[src/shared/host_port_pkg.sv]
// Constants and types shared by the internal memory host port design
// ----------------------------------------------------------------
// What this block does
// - Overlay bit 14 enables Short Read Only; resets zero
// - Core or host may write that enable bit
// - Short Read Only drives previously fetched word
// - Acknowledge goes high once host read starts
// - Program word in two halves, data word one
// - Strap C one gives shared pins host functions
// - Straps captured at reset release, then held
// - Plus-sign pins keep both functions in any mode
// - Control bit 10 one selects serial port pins
// - Bit 10 zero selects interrupts and flags
// - Serial port configure bit resets to one
// ----------------------------------------------------------------
package host_port_pkg;

  localparam int DATA_W = 16;
  localparam int ADDR_W = 14;
  localparam int PM_W = 24;
  localparam int PM_LOW_W = 8;
  localparam int STRAP_W = 4;
  localparam int FIFO_DEPTH = 16;

  localparam logic [ADDR_W-1:0] OVL_ADDR = 14'h3fe7;
  localparam logic [ADDR_W-1:0] ADDR_STEP = 14'h0001;
  localparam int SRO_BIT = 14;
  localparam int ADDR_DM_BIT = 14;
  localparam int SPORT_CFG_BIT = 10;
  localparam logic [DATA_W-1:0] OVL_RESET = 16'h0000;
  localparam logic [DATA_W-1:0] SYSCTL_RESET = 16'h0400;
  localparam logic [PM_LOW_W-1:0] PM_PAD = 8'h00;
  localparam logic [2:0] STRAP_SETTLE = 3'h5;
  localparam logic [2:0] STRAP_STEP = 3'h1;

  typedef struct packed {
    logic is_pm;
    logic [ADDR_W-1:0] addr;
    logic [PM_W-1:0] data;
  } fifo_entry_type;

  typedef struct packed {
    logic sel_n;
    logic rd_n;
    logic wr_n;
    logic latch;
    logic [DATA_W-1:0] bus;
    logic tx_sync;
    logic rx_sync;
    logic rx_data;
    logic [STRAP_W-1:0] strap;
  } pin_in_type;

  typedef enum logic [1:0] {HOST_IDLE, HOST_READ, HOST_WRITE} host_state_type;
  typedef enum logic [1:0] {MEM_IDLE, MEM_WRITE, MEM_READ} mem_state_type;

endpackage : host_port_pkg

[src/hdl/internal_memory_host_port.sv]
// Host port read modes, write buffering and pin function selection
`timescale 1ns/1ns
module internal_memory_host_port (
  input wire logic sys_clk,
  input wire logic rst_n,
  input wire logic host_select_n,
  input wire logic host_read_strobe_n,
  input wire logic host_write_strobe_n,
  input wire logic host_addr_latch,
  input wire logic [15:0] host_addr_data_in,
  output logic [15:0] host_addr_data_out,
  output logic host_addr_data_oe,
  output logic host_acknowledge_n,
  output logic mem_req,
  output logic mem_we,
  output logic mem_is_pm,
  output logic [13:0] mem_addr,
  output logic [23:0] mem_wdata,
  input wire logic [23:0] mem_rdata,
  input wire logic mem_ack,
  input wire logic core_ovl_we,
  input wire logic [15:0] core_ovl_wdata,
  output logic [15:0] host_port_overlay_ctrl,
  input wire logic core_sysctl_we,
  input wire logic [15:0] core_sysctl_wdata,
  output logic [15:0] sys_ctrl,
  input wire logic strap_pin_a,
  input wire logic strap_pin_b,
  input wire logic strap_pin_c,
  input wire logic strap_pin_d,
  output logic [3:0] strap_bits,
  output logic ext_pins_host_fn,
  output logic plus_pins_dual_fn,
  output logic serial_tx_or_flag_out,
  input wire logic tx_sync_or_irq_b_in,
  output logic tx_sync_or_irq_b_out,
  output logic tx_sync_or_irq_b_oe,
  input wire logic rx_sync_or_irq_a_in,
  output logic rx_sync_or_irq_a_out,
  output logic rx_sync_or_irq_a_oe,
  input wire logic serial_rx_or_flag_in,
  input wire logic sport_tx_bit,
  input wire logic sport_tfs_out,
  input wire logic sport_tfs_drive,
  input wire logic sport_rfs_out,
  input wire logic sport_rfs_drive,
  input wire logic flag_out_bit,
  output logic sport_rx_bit,
  output logic sport_tfs_in,
  output logic sport_rfs_in,
  output logic irq_a_n,
  output logic irq_b_n,
  output logic flag_in_bit
);

  // ----------------------------------------------------------------
  // Pin synchronisers
  // ----------------------------------------------------------------
  localparam int PIN_W = $bits(host_port_pkg::pin_in_type);

  host_port_pkg::pin_in_type pin_raw, filt;
  logic [PIN_W-1:0] s1_reg, s2_reg, s3_reg, filt_reg, filt_next;

  always_comb begin
    pin_raw.sel_n = host_select_n;
    pin_raw.rd_n = host_read_strobe_n;
    pin_raw.wr_n = host_write_strobe_n;
    pin_raw.latch = host_addr_latch;
    pin_raw.bus = host_addr_data_in;
    pin_raw.tx_sync = tx_sync_or_irq_b_in;
    pin_raw.rx_sync = rx_sync_or_irq_a_in;
    pin_raw.rx_data = serial_rx_or_flag_in;
    pin_raw.strap = {strap_pin_d, strap_pin_c, strap_pin_b, strap_pin_a};
    // A bit moves only when the last two stages agree
    filt_next = (s2_reg & ~(s2_reg ^ s3_reg)) | (filt_reg & (s2_reg ^ s3_reg));
  end

  // Idle pin levels after reset keep the strobes inactive
  localparam logic [PIN_W-1:0] PIN_IDLE = {3'h7, {PIN_W-3{1'b0}}};

  always_ff @(posedge sys_clk or negedge rst_n) begin
    if (!rst_n) begin
      s1_reg <= PIN_IDLE;
      s2_reg <= PIN_IDLE;
      s3_reg <= PIN_IDLE;
      filt_reg <= PIN_IDLE;
    end else begin
      s1_reg <= pin_raw;
      s2_reg <= s1_reg;
      s3_reg <= s2_reg;
      filt_reg <= filt_next;
    end
  end

  assign filt = filt_reg;

  // ----------------------------------------------------------------
  // Write buffer
  // ----------------------------------------------------------------
  host_port_pkg::fifo_entry_type push_entry, pop_entry;
  logic push_valid, push_ready, pop_valid, pop_ready;

  sync_fifo #(
    .WIDTH($bits(host_port_pkg::fifo_entry_type)),
    .DEPTH(host_port_pkg::FIFO_DEPTH)
  ) write_buffer (
    .sys_clk(sys_clk),
    .rst_n(rst_n),
    .in_data(push_entry),
    .in_valid(push_valid),
    .in_ready(push_ready),
    .out_data(pop_entry),
    .out_valid(pop_valid),
    .out_ready(pop_ready)
  );

  // ----------------------------------------------------------------
  // Host cycles and memory access
  // ----------------------------------------------------------------
  host_port_pkg::host_state_type host_state_reg, host_state_next;
  host_port_pkg::mem_state_type mem_state_reg, mem_state_next;
  logic [13:0] addr_reg, addr_next, fetch_addr_reg, fetch_addr_next;
  logic is_pm_reg, is_pm_next, half_reg, half_next, fetch_pm_reg, fetch_pm_next;
  logic fetch_pending_reg, fetch_pending_next;
  logic [15:0] fetched_reg, fetched_next, pm_hi_reg, pm_hi_next;
  logic [7:0] pm_low_reg, pm_low_next;
  logic [15:0] ovl_reg, ovl_next, bus_out_reg, bus_out_next;
  logic bus_oe_reg, bus_oe_next, ack_n_reg, ack_n_next;
  logic mem_req_reg, mem_req_next, mem_we_reg, mem_we_next, mem_pm_reg, mem_pm_next;
  logic [13:0] mem_addr_reg, mem_addr_next;
  logic [23:0] mem_wdata_reg, mem_wdata_next;
  logic rd_active, wr_active, sro_mode, access_done;

  assign rd_active = ~filt.sel_n & ~filt.rd_n;
  assign wr_active = ~filt.sel_n & ~filt.wr_n;
  assign sro_mode = ovl_reg[host_port_pkg::SRO_BIT];
  assign pop_ready = (mem_state_reg == host_port_pkg::MEM_IDLE);
  // Second program half or any data word closes the word
  assign access_done = ~is_pm_reg | half_reg;

  always_comb begin
    host_state_next = host_state_reg;
    mem_state_next = mem_state_reg;
    addr_next = addr_reg;
    is_pm_next = is_pm_reg;
    half_next = half_reg;
    fetch_addr_next = fetch_addr_reg;
    fetch_pm_next = fetch_pm_reg;
    fetch_pending_next = fetch_pending_reg;
    fetched_next = fetched_reg;
    pm_hi_next = pm_hi_reg;
    pm_low_next = pm_low_reg;
    ovl_next = ovl_reg;
    bus_out_next = bus_out_reg;
    bus_oe_next = bus_oe_reg;
    mem_req_next = mem_req_reg;
    mem_we_next = mem_we_reg;
    mem_pm_next = mem_pm_reg;
    mem_addr_next = mem_addr_reg;
    mem_wdata_next = mem_wdata_reg;
    push_valid = 1'b0;
    push_entry = '0;
    case (host_state_reg)
      host_port_pkg::HOST_IDLE: begin
        if (~filt.sel_n && filt.latch) begin
          addr_next = filt.bus[host_port_pkg::ADDR_W-1:0];
          is_pm_next = ~filt.bus[host_port_pkg::ADDR_DM_BIT];
          half_next = 1'b0;
        end else if (rd_active) begin
          host_state_next = host_port_pkg::HOST_READ;
          bus_oe_next = 1'b1;
          bus_out_next = fetched_reg;
          if (is_pm_reg && half_reg) begin
            fetched_next = {host_port_pkg::PM_PAD, pm_low_reg};
          end else begin
            fetch_pending_next = 1'b1;
            fetch_addr_next = addr_reg;
            fetch_pm_next = is_pm_reg;
          end
        end else if (wr_active) begin
          host_state_next = host_port_pkg::HOST_WRITE;
        end
      end
      host_port_pkg::HOST_READ: begin
        // Short Read Only keeps the word caught at the start
        if (!fetch_pending_reg && !sro_mode) begin
          bus_out_next = fetched_reg;
        end
        if (!rd_active) begin
          host_state_next = host_port_pkg::HOST_IDLE;
          bus_oe_next = 1'b0;
          half_next = is_pm_reg & ~half_reg;
          if (access_done) begin
            addr_next = addr_reg + host_port_pkg::ADDR_STEP;
          end
        end
      end
      host_port_pkg::HOST_WRITE: begin
        if (!wr_active) begin
          host_state_next = host_port_pkg::HOST_IDLE;
          half_next = is_pm_reg & ~half_reg;
          if (!access_done) begin
            pm_hi_next = filt.bus;
          end else begin
            push_valid = 1'b1;
            push_entry.is_pm = is_pm_reg;
            push_entry.addr = addr_reg;
            push_entry.data = is_pm_reg ?
                {pm_hi_reg, filt.bus[host_port_pkg::PM_LOW_W-1:0]} :
                {host_port_pkg::PM_PAD, filt.bus};
            addr_next = addr_reg + host_port_pkg::ADDR_STEP;
          end
        end
      end
      default: host_state_next = host_port_pkg::HOST_IDLE;
    endcase
    if (core_ovl_we) begin
      ovl_next = core_ovl_wdata;
    end
    case (mem_state_reg)
      host_port_pkg::MEM_IDLE: begin
        // Buffered writes drain before a fetch to keep order
        if (pop_valid) begin
          if (!pop_entry.is_pm && pop_entry.addr == host_port_pkg::OVL_ADDR) begin
            ovl_next = pop_entry.data[host_port_pkg::DATA_W-1:0];
          end else begin
            mem_state_next = host_port_pkg::MEM_WRITE;
            mem_req_next = 1'b1;
            mem_we_next = 1'b1;
            mem_pm_next = pop_entry.is_pm;
            mem_addr_next = pop_entry.addr;
            mem_wdata_next = pop_entry.data;
          end
        end else if (fetch_pending_reg) begin
          if (!fetch_pm_reg && fetch_addr_reg == host_port_pkg::OVL_ADDR) begin
            fetched_next = ovl_reg;
            fetch_pending_next = 1'b0;
          end else begin
            mem_state_next = host_port_pkg::MEM_READ;
            mem_req_next = 1'b1;
            mem_we_next = 1'b0;
            mem_pm_next = fetch_pm_reg;
            mem_addr_next = fetch_addr_reg;
          end
        end
      end
      host_port_pkg::MEM_WRITE: begin
        if (mem_ack) begin
          mem_state_next = host_port_pkg::MEM_IDLE;
          mem_req_next = 1'b0;
          mem_we_next = 1'b0;
        end
      end
      host_port_pkg::MEM_READ: begin
        if (mem_ack) begin
          mem_state_next = host_port_pkg::MEM_IDLE;
          mem_req_next = 1'b0;
          fetch_pending_next = 1'b0;
          pm_low_next = mem_rdata[host_port_pkg::PM_LOW_W-1:0];
          fetched_next = fetch_pm_reg ?
              mem_rdata[host_port_pkg::PM_W-1:host_port_pkg::PM_LOW_W] :
              mem_rdata[host_port_pkg::DATA_W-1:0];
        end
      end
      default: mem_state_next = host_port_pkg::MEM_IDLE;
    endcase
    // Busy while a cycle runs, a fetch is open or the buffer is full
    ack_n_next = ~((host_state_next == host_port_pkg::HOST_IDLE) &&
                   !fetch_pending_next && push_ready && !push_valid);
  end

  always_ff @(posedge sys_clk or negedge rst_n) begin
    if (!rst_n) begin
      host_state_reg <= host_port_pkg::HOST_IDLE;
      mem_state_reg <= host_port_pkg::MEM_IDLE;
      addr_reg <= '0;
      is_pm_reg <= 1'b0;
      half_reg <= 1'b0;
      fetch_addr_reg <= '0;
      fetch_pm_reg <= 1'b0;
      fetch_pending_reg <= 1'b0;
      fetched_reg <= '0;
      pm_hi_reg <= '0;
      pm_low_reg <= '0;
      ovl_reg <= host_port_pkg::OVL_RESET;
      bus_out_reg <= '0;
      bus_oe_reg <= 1'b0;
      ack_n_reg <= 1'b1;
      mem_req_reg <= 1'b0;
      mem_we_reg <= 1'b0;
      mem_pm_reg <= 1'b0;
      mem_addr_reg <= '0;
      mem_wdata_reg <= '0;
    end else begin
      host_state_reg <= host_state_next;
      mem_state_reg <= mem_state_next;
      addr_reg <= addr_next;
      is_pm_reg <= is_pm_next;
      half_reg <= half_next;
      fetch_addr_reg <= fetch_addr_next;
      fetch_pm_reg <= fetch_pm_next;
      fetch_pending_reg <= fetch_pending_next;
      fetched_reg <= fetched_next;
      pm_hi_reg <= pm_hi_next;
      pm_low_reg <= pm_low_next;
      ovl_reg <= ovl_next;
      bus_out_reg <= bus_out_next;
      bus_oe_reg <= bus_oe_next;
      ack_n_reg <= ack_n_next;
      mem_req_reg <= mem_req_next;
      mem_we_reg <= mem_we_next;
      mem_pm_reg <= mem_pm_next;
      mem_addr_reg <= mem_addr_next;
      mem_wdata_reg <= mem_wdata_next;
    end
  end

  assign host_addr_data_out = bus_out_reg;
  assign host_addr_data_oe = bus_oe_reg;
  assign host_acknowledge_n = ack_n_reg;
  assign mem_req = mem_req_reg;
  assign mem_we = mem_we_reg;
  assign mem_is_pm = mem_pm_reg;
  assign mem_addr = mem_addr_reg;
  assign mem_wdata = mem_wdata_reg;
  assign host_port_overlay_ctrl = ovl_reg;

  // ----------------------------------------------------------------
  // Mode straps
  // ----------------------------------------------------------------
  logic [2:0] strap_cnt_reg, strap_cnt_next;
  logic [3:0] strap_reg, strap_next;
  logic host_fn_reg, host_fn_next;

  // Samples every cycle until the count reaches STRAP_SETTLE, then holds the last sample
  always_comb begin
    strap_cnt_next = strap_cnt_reg;
    strap_next = strap_reg;
    host_fn_next = host_fn_reg;
    if (strap_cnt_reg != host_port_pkg::STRAP_SETTLE) begin
      strap_cnt_next = strap_cnt_reg + host_port_pkg::STRAP_STEP;
      strap_next = filt.strap;
      host_fn_next = filt.strap[2];
    end
  end

  always_ff @(posedge sys_clk or negedge rst_n) begin
    if (!rst_n) begin
      strap_cnt_reg <= '0;
      strap_reg <= '0;
      host_fn_reg <= 1'b0;
    end else begin
      strap_cnt_reg <= strap_cnt_next;
      strap_reg <= strap_next;
      host_fn_reg <= host_fn_next;
    end
  end

  assign strap_bits = strap_reg;
  assign ext_pins_host_fn = host_fn_reg;

  // ----------------------------------------------------------------
  // Second serial port pin sharing
  // ----------------------------------------------------------------
  logic [15:0] sysctl_reg, sysctl_next;
  logic [11:0] pins_reg, pins_next;
  logic cfg;

  assign cfg = sysctl_reg[host_port_pkg::SPORT_CFG_BIT];

  always_comb begin
    sysctl_next = core_sysctl_we ? core_sysctl_wdata : sysctl_reg;
    // Unselected inputs rest idle so neither side sees stray edges
    pins_next[0] = cfg ? sport_tx_bit : flag_out_bit;
    pins_next[1] = sport_tfs_out;
    pins_next[2] = cfg & sport_tfs_drive;
    pins_next[3] = sport_rfs_out;
    pins_next[4] = cfg & sport_rfs_drive;
    pins_next[5] = cfg & filt.rx_data;
    pins_next[6] = cfg & filt.tx_sync;
    pins_next[7] = cfg & filt.rx_sync;
    pins_next[8] = cfg | filt.rx_sync;
    pins_next[9] = cfg | filt.tx_sync;
    pins_next[10] = ~cfg & filt.rx_data;
    pins_next[11] = 1'b1;
  end

  always_ff @(posedge sys_clk or negedge rst_n) begin
    if (!rst_n) begin
      sysctl_reg <= host_port_pkg::SYSCTL_RESET;
      pins_reg <= 12'h000;
    end else begin
      sysctl_reg <= sysctl_next;
      pins_reg <= pins_next;
    end
  end

  assign sys_ctrl = sysctl_reg;
  assign serial_tx_or_flag_out = pins_reg[0];
  assign tx_sync_or_irq_b_out = pins_reg[1];
  assign tx_sync_or_irq_b_oe = pins_reg[2];
  assign rx_sync_or_irq_a_out = pins_reg[3];
  assign rx_sync_or_irq_a_oe = pins_reg[4];
  assign sport_rx_bit = pins_reg[5];
  assign sport_tfs_in = pins_reg[6];
  assign sport_rfs_in = pins_reg[7];
  assign irq_a_n = pins_reg[8];
  assign irq_b_n = pins_reg[9];
  assign flag_in_bit = pins_reg[10];
  assign plus_pins_dual_fn = pins_reg[11];

endmodule : internal_memory_host_port

[src/hdl/sync_fifo.sv]
// Flop-based FIFO with valid and ready on both sides
`timescale 1ns/1ns
module sync_fifo #(
  parameter int WIDTH = 8,
  parameter int DEPTH = 16
) (
  input wire logic sys_clk,
  input wire logic rst_n,
  input wire logic [WIDTH-1:0] in_data,
  input wire logic in_valid,
  output logic in_ready,
  output logic [WIDTH-1:0] out_data,
  output logic out_valid,
  input wire logic out_ready
);
  localparam int PTR_W = $clog2(DEPTH);

  logic [WIDTH-1:0] store_reg [DEPTH];
  logic [WIDTH-1:0] store_next [DEPTH];
  logic [PTR_W:0] wr_ptr_reg, wr_ptr_next, rd_ptr_reg, rd_ptr_next;
  logic full;

  // Extra pointer bit tells full from empty
  assign full = (wr_ptr_reg[PTR_W] != rd_ptr_reg[PTR_W]) &&
                (wr_ptr_reg[PTR_W-1:0] == rd_ptr_reg[PTR_W-1:0]);
  assign in_ready = ~full;
  assign out_valid = (wr_ptr_reg != rd_ptr_reg);
  assign out_data = store_reg[rd_ptr_reg[PTR_W-1:0]];

  always_comb begin
    store_next = store_reg;
    wr_ptr_next = wr_ptr_reg;
    rd_ptr_next = rd_ptr_reg;
    if (in_valid && !full) begin
      store_next[wr_ptr_reg[PTR_W-1:0]] = in_data;
      wr_ptr_next = wr_ptr_reg + (PTR_W+1)'(1);
    end
    if (out_valid && out_ready) begin
      rd_ptr_next = rd_ptr_reg + (PTR_W+1)'(1);
    end
  end

  always_ff @(posedge sys_clk or negedge rst_n) begin
    if (!rst_n) begin
      for (int i = 0; i < DEPTH; i++) begin
        store_reg[i] <= '0;
      end
      wr_ptr_reg <= '0;
      rd_ptr_reg <= '0;
    end else begin
      store_reg <= store_next;
      wr_ptr_reg <= wr_ptr_next;
      rd_ptr_reg <= rd_ptr_next;
    end
  end

endmodule : sync_fifo

[config.mk]
export PLATFORM = sky130hd
export DESIGN_NAME = internal_memory_host_port
export DESIGN_NICKNAME = d
export VERILOG_FILES = /design/src/shared/host_port_pkg.sv /design/src/hdl/internal_memory_host_port.sv /design/src/hdl/sync_fifo.sv
export SDC_FILE = /design/constraint.sdc
export NUM_CORES = 2
export LEC_CHECK = 0
export BUFFER_PORTS_ARGS = -buffer_cell sky130_fd_sc_hd__clkbuf_2
export CAP_MARGIN = 5
export CORE_ASPECT_RATIO = 2
export CORE_MARGIN = 8
export CORE_UTILIZATION = 49
export CTS_BUF_LIST = sky130_fd_sc_hd__clkbuf_16
export DETAILED_ROUTE_END_ITERATION = 7
export PLACE_DENSITY = 0.66
export SYNTH_ARGS = -nofsm -noshare
export SYNTH_HDL_FRONTEND = slang
export SYNTH_SLANG_ARGS = --single-unit
[constraint.sdc]
create_clock -name sys_clk -period 3.7 [get_ports sys_clk]
set_input_delay 1.11 -clock sys_clk [delete_from_list [all_inputs] [get_ports sys_clk]]
set_output_delay 1.11 -clock sys_clk [all_outputs]
set_load 0.02 [all_outputs]
======== Yosys cells after proc, flatten, opt, wreduce, memory -nomap -nowiden ========
Index checks and enable logic that the tools add are counted.
word-level totals
  memory bits (read-only) ................. 0
  RAM bits ................................ 0
  flip-flop bits (word level) ............. 929
  bits in latches ......................... 0
  memories kept ........................... 0
  input bits .............................. 94
operators by class
  shift-type cells ........................ 0
  reduce and logical (&&, ||, !) cells .... 40
  muxes and demuxes ....................... 84
  order comparisons ....................... 3
  eq/ne operators ......................... 23
  $add $sub $neg .......................... 4
  bitwise operators ....................... 33
  div/mod/pow operators ................... 0
  multiply operators ...................... 0
operator list
  operator                                       number
  bitwise mux 624 bit                            1
  2-to-1 mux 16 bit                              16
  2-to-1 mux 39 bit                              6
  binary-select mux 39 bit (select 4 bit)        1
  demux 39 bit (select 4 bit)                    1
  2-to-1 mux 14 bit                              8
  one-hot mux 16 bit (2 select lines)            2
  AND 27 bit                                     2
  one-hot mux 14 bit (3 select lines)            1
  2-to-1 mux 1 bit                               30
  equality test 14 bit, second input constant    2
  NOT 27 bit                                     1
  bitwise OR 27 bit                              1
  XOR 27 bit                                     1
  2-to-1 mux 24 bit                              1
  AND reduction 4 bit                            6
  2-to-1 mux 2 bit                               10
  inequality test 2 bit, second input constant   8
  adder 14 x 1 -> 14 bit, second input constant  1
  NOT 1 bit                                      14
  logical AND 1 bit                              12
  adder 5 x 1 -> 5 bit, second input constant    2
  >= comparator 5 bit, second input constant     2
  NOT 4 -> 5 bit                                 2
  other kinds (24)                               56

======== Logic depth before layout (Yosys ltp) ========
  depth in word-level cells ............... 14
  gate-level depth with buffers ........... 13

======== By module ========
From an unflattened synthesis, not the netlist that was laid out.
second synthesis, totals
  cell total of the unflattened synthesis .. 2,691
  area total of the unflattened synthesis .. 40,530.1 µm²
modules (own cells, without submodules)
  module                     area an instance (µm²)  sequential area each (µm²)  instances  cells an instance
  sync_fifo                  29,002.8                15,865.2                    1          1,857
  internal_memory_host_port  11,527.3                7,374.6                     1          834

======== Least setup slack after synthesis ========
No wires, ideal clock.
  kind .................................... reg-to-reg
  from .................................... register write_buffer.rd_ptr_reg[1]
  to ...................................... register mem_wdata_reg[10] (netlist: mem_wdata[10])
  library setup time ...................... 0.127 ns
  cell stages (with the launch flop) ...... 13
  required time ........................... 3.573 ns
  path buffers ............................ 5
  clock period less this slack ............ 3.328 ns
  arrival time ............................ 3.201 ns
  setup slack ............................. 0.372 ns
  cells stage by stage .................... dfrtp_1 -> buf_2 -> buf_2 -> buf_2 -> mux4_2 -> mux2_2 -> a41oi_1 -> a21oi_1 -> and4_1 -> buf_4 -> nor2_2 -> buf_6 -> mux2_1
between the ends
  cells in the longest elaborated chain, start to end .. 8
  elaborated cells between the ends (all ways) .. 10
  those cells by class .................... eq/ne (2); mux (3); bitwise (2); reduce/logical (3)
RTL lines
  what                                                       RTL line                          text
  start: declaration                                         sync_fifo.sv:20                   logic [PTR_W:0] wr_ptr_reg, wr_ptr_next, rd_ptr_reg, rd_ptr_next;
  start signal: assignment                                   sync_fifo.sv:53                   rd_ptr_reg <= rd_ptr_next;
  NOT 4 -> 5 bit (not written as such)                       sync_fifo.sv:28                   assign out_data = store_reg[rd_ptr_reg[PTR_W-1:0]];
  binary-select mux 39 bit (select 4 bit)                    sync_fifo.sv:28
  2-to-1 mux 39 bit (not written as such) (2 in series)      sync_fifo.sv:28
  equality test 14 bit or logical NOT 1 bit (tied branches)  internal_memory_host_port.sv:224  if (!pop_entry.is_pm && pop_entry.addr == host_port_pkg::OVL_ADDR) begin
  logical AND 1 bit                                          internal_memory_host_port.sv:224
  NOT 1 bit (no source line)                                 --
  AND reduction 3 bit (no source line)                       --
  end signal: assignment                                     internal_memory_host_port.sv:314  mem_wdata_reg <= mem_wdata_next;
  end: declaration                                           internal_memory_host_port.sv:131  logic [23:0] mem_wdata_reg, mem_wdata_next;
Several ways; a longest one is shown, not always the timed one. The select of a mux whose other input is x is not followed.
A chain may end at the register's enable or synchronous reset.

======== Worst setup path in the final report ========
  from .................................... register write_buffer.rd_ptr_reg[0]
  to ...................................... register ovl_reg[13] (netlist: host_port_overlay_ctrl[13])
between the ends
  cells in the longest elaborated chain, start to end .. 9
  elaborated cells between the ends (all ways) .. 11
  those cells by class .................... eq/ne (2); mux (6); bitwise (1); reduce/logical (2)
RTL lines
  what                                                       RTL line                          text
  NOT 4 -> 5 bit (not written as such)                       sync_fifo.sv:28
  binary-select mux 39 bit (select 4 bit)                    sync_fifo.sv:28
  2-to-1 mux 39 bit (not written as such) (2 in series)      sync_fifo.sv:28
  equality test 14 bit or logical NOT 1 bit (tied branches)  internal_memory_host_port.sv:224
  logical AND 1 bit                                          internal_memory_host_port.sv:224
  2-to-1 mux 16 bit                                          internal_memory_host_port.sv:224
  2-to-1 mux 16 bit (*)                                      internal_memory_host_port.sv:223  if (pop_valid) begin
  2-to-1 mux 16 bit (*)                                      internal_memory_host_port.sv:220  case (mem_state_reg)
  net ovl_next[13]                                           internal_memory_host_port.sv:127  logic [15:0] ovl_reg, ovl_next, bus_out_reg, bus_out_next;
  end signal: assignment                                     internal_memory_host_port.sv:285  ovl_reg <= host_port_pkg::OVL_RESET;
  end signal: assignment                                     internal_memory_host_port.sv:306  ovl_reg <= ovl_next;
  end: declaration                                           internal_memory_host_port.sv:127
The timed path passes the listed nets; every way through them passes the cells marked *. The select of a mux whose other input is x is not followed.

==> results.md <==
- Min cycle time layout: 3610 ps
- Post-synthesis instance total: approximately 3,200
- Initial antenna violation count: 2
- Top_reg_cell synth: dfrtp_1
- Die Height: 413 µm
- Synthesized cell area: 0.0387 mm²
- FFs w/ async S/R, synth: 1.00
- Syn nets: 3,359
- Seq/Total Area, Yosys: 0.601
- CTS Sinks: 928
- Worst Hold Depth: 0
- Commonest cells in the synthesized netlist: dfrtp_1, nand2_1, o21ai_0, clkbuf_1, mux4_2
- Layout Area Growth over Synthesis: 13.7%
- Crit end category: flop
- Core Util, Final: 0.559
- Core Region: 0.0787 mm²
- CTS Root Cell: clkbuf_16
- Routed len/inst: 22.8 µm
- Clk slew on worst S/H paths: 70 ps
- Clock Path Buffers: 3
- Post-synth EDFFs: 0
- Hold Crit Class: reg2reg
- Via density: 5.74
- Top-count cell post-synth: dfrtp_1
- Setup ws final: ~88 ps
- PwrDens: approximately 650 mW/mm²
- Drc violations: 0
- Top-level port count: 202
- Cell variety after synth: 67
- Die Area: 0.0887 mm²
- Routability cong.: 0.858
- Proportion of layout cells with a drive suffix above 1: 0.229
- Final Hold Vio Count: 0
- Clk_lat worst skew: 680 ps
- Worst EP arrival: between 4000 and 5000 ps
- Place WS: -71.5 ps
- GR Overflow Total: 0
- RSZ-0062 raised after global routing: false
- Antenna viol nets, final: 0
- Starting density of the core: 0.491
- Max-Slew Margin vs Limit: 0.259
- Reg2reg start: write_buffer.rd_ptr_reg[0]
- Number of cells on the worst reg-to-reg path: 10
- Layout Cells excl Fill: 4,492
- Tot GR Track Use: 0.235
- Worst slew pin tran: about 1100 ps
- Max-Cap Viols: 0
- Final Cycle Share: 0.976
- Synth area leader: dfrtp_1
- Post-Route WL: a little over 100,000 µm
- Worst hold path endpoint: s2_reg[21]
- Total number of vias: 25,800
- Final setup vio count: 0
- Reg2Reg Setup Slack: 90 ps
- # hold bufs at CTS: 0
- Nets: roughly 3,500
- Initial DRT Pass Iterations: 5
- Rows: 146
- Post-DP Area: a little over 0.04 mm²
- Fin area: roughly 0.044 mm²
- Dpl hpwl: 64,200 µm
- Max reg flops: 624
- Yosys Warn Count: 0
- Reg2Reg Capture Point: host_port_overlay_ctrl[13]
- Final Max Tran Viols: 0
- Status: complete, no violations
- Initial DRC Count: 2,146
- Vias in the first global route: 26,700
- Placed cells: about 4,300
- TritonCTS clock tree: done
- Flop and latch count out of synthesis: 928
- Crit Path Max Fanout: 18
- Top post-synthesis cells by area: dfrtp_1, mux4_2, o21ai_0
- Setup Skew: 27.0 ps
- First-pass GRT wire length: 162,000 µm
- I/O Buffers: 201
- Mean Syn Cell Area: 11.9 µm²
- Worst path required time: roughly 4300 ps
- Pin count of the biggest net entering global routing: between 80 and 90
- Critical path class: reg2reg
- H-Tree Depth: 3
- LEAKAGE: 19.7 nW
- Top cell type's share of synthesized area: 0.591
- Worst hold slack: 342 ps
- Hold path startpoint: s1_reg[21]
- Max rail drop VDD: 576 µV
- Post-CTS setup buffer count: 0
- Die width: between 200 and 250 µm
- Total CTS buffers: 83
- F_max: 277 MHz
- Crit path launch type: flop
==> what timing repair did <==
item / 4_1_cts / 5_1_grt
endpoints found under the setup margin: 54 / 55
pin swaps: 0 / 0
resized for setup: 1 / 2
==> kinds of logic after synthesis <==
kind of cell	after synthesis	share of synthesized area
flops	928	0.601
simple gates	855	0.0903
compound gates	748	0.103
mux	377	0.161
buf+inv	283	0.0290
fa+ha+maj	43	0.0122
xor+xnor	14	0.00317
other cells	1	0.0000969
==> layer usage <==
layer,share of wire,global-route usage
met5,0.00015,0
met4,0.041,0.0974
met3,0.064,0.0459
met2,0.49,0.387
met1,0.41,0.303
==> worst max-delay path by stage <==
| stage | from | to | slack (ps) | cells past startpoint |
|---|---|---|---|---|
| finish | write_buffer.rd_ptr_reg[0] | host_port_overlay_ctrl[13] | 90 | 10 |
| global route | write_buffer.rd_ptr_reg[0] | mem_req | 20 | 11 |
| CTS | write_buffer.rd_ptr_reg[0] | host_port_overlay_ctrl[13] | 4 | 10 |
| detailed placement | write_buffer.rd_ptr_reg[0] | mem_wdata[19] | -70 | 10 |
| global placement | write_buffer.rd_ptr_reg[0] | host_port_overlay_ctrl[11] | -140 | 10 |
| floorplan | write_buffer.rd_ptr_reg[1] | mem_wdata[10] | 370 | 12 |
==> critical path: stages, from the launching register on <==
cell,delay [ps]
dfrtp_4,430
mux4_2,490
mux2_2,300
or4_1,540
a2111oi_2,490
buf_4,180
and4_1,310
buf_12,160
nand2_4,50
buf_12,190
mux2_1,330
==> stage by stage <==
step                power, mW  setup TNS [ps]
global route             29.7               0
global placement         19.6           -5950
floorplan                17.0               0
CTS                      28.6               0
detailed placement       19.8           -1610
finish                   28.4               0
==> cell type report <==
cell class | instances | area, µm²
multi-input cells | 2038 | 14300
well taps | 1036 | 1300
fillers | 6584 | 34700
flip-flops and latches | 928 | 23300
inverters | 19 | 71.3
repair buffers | 318 | 2290
clock inverters | 66 | 642
diodes | 3 | 7.51
clock buffers | 84 | 2100
==> layout by cell type (no fill, tap or decap), types with 19 or more instances in the layout <==
cell | Yosys | routed
mux2i_1 | 48 | 48
a21oi_1 | 25 | 25
buf_4 | 2 | 85
o21ai_0 | 640 | 640
clkbuf_2 | 0 | 200
mux4_2 | 177 | 177
maj3_1 | 27 | 27
inv_1 | 18 | 30
buf_12 | 0 | 31
dfrtp_1 | 914 | 911
clkbuf_16 | 0 | 84
mux2_1 | 23 | 23
mux2_2 | 115 | 115
nand3_1 | 19 | 19
nand2_1 | 719 | 719
nor2_1 | 32 | 31
==> power breakdown <==
group / switching [mW] / internal [mW]
logic: 4.33 / 3.01
clock network: 3.92 / 4.88
registers: 0.983 / 11.3
Power figures use the tool's default switching activity.
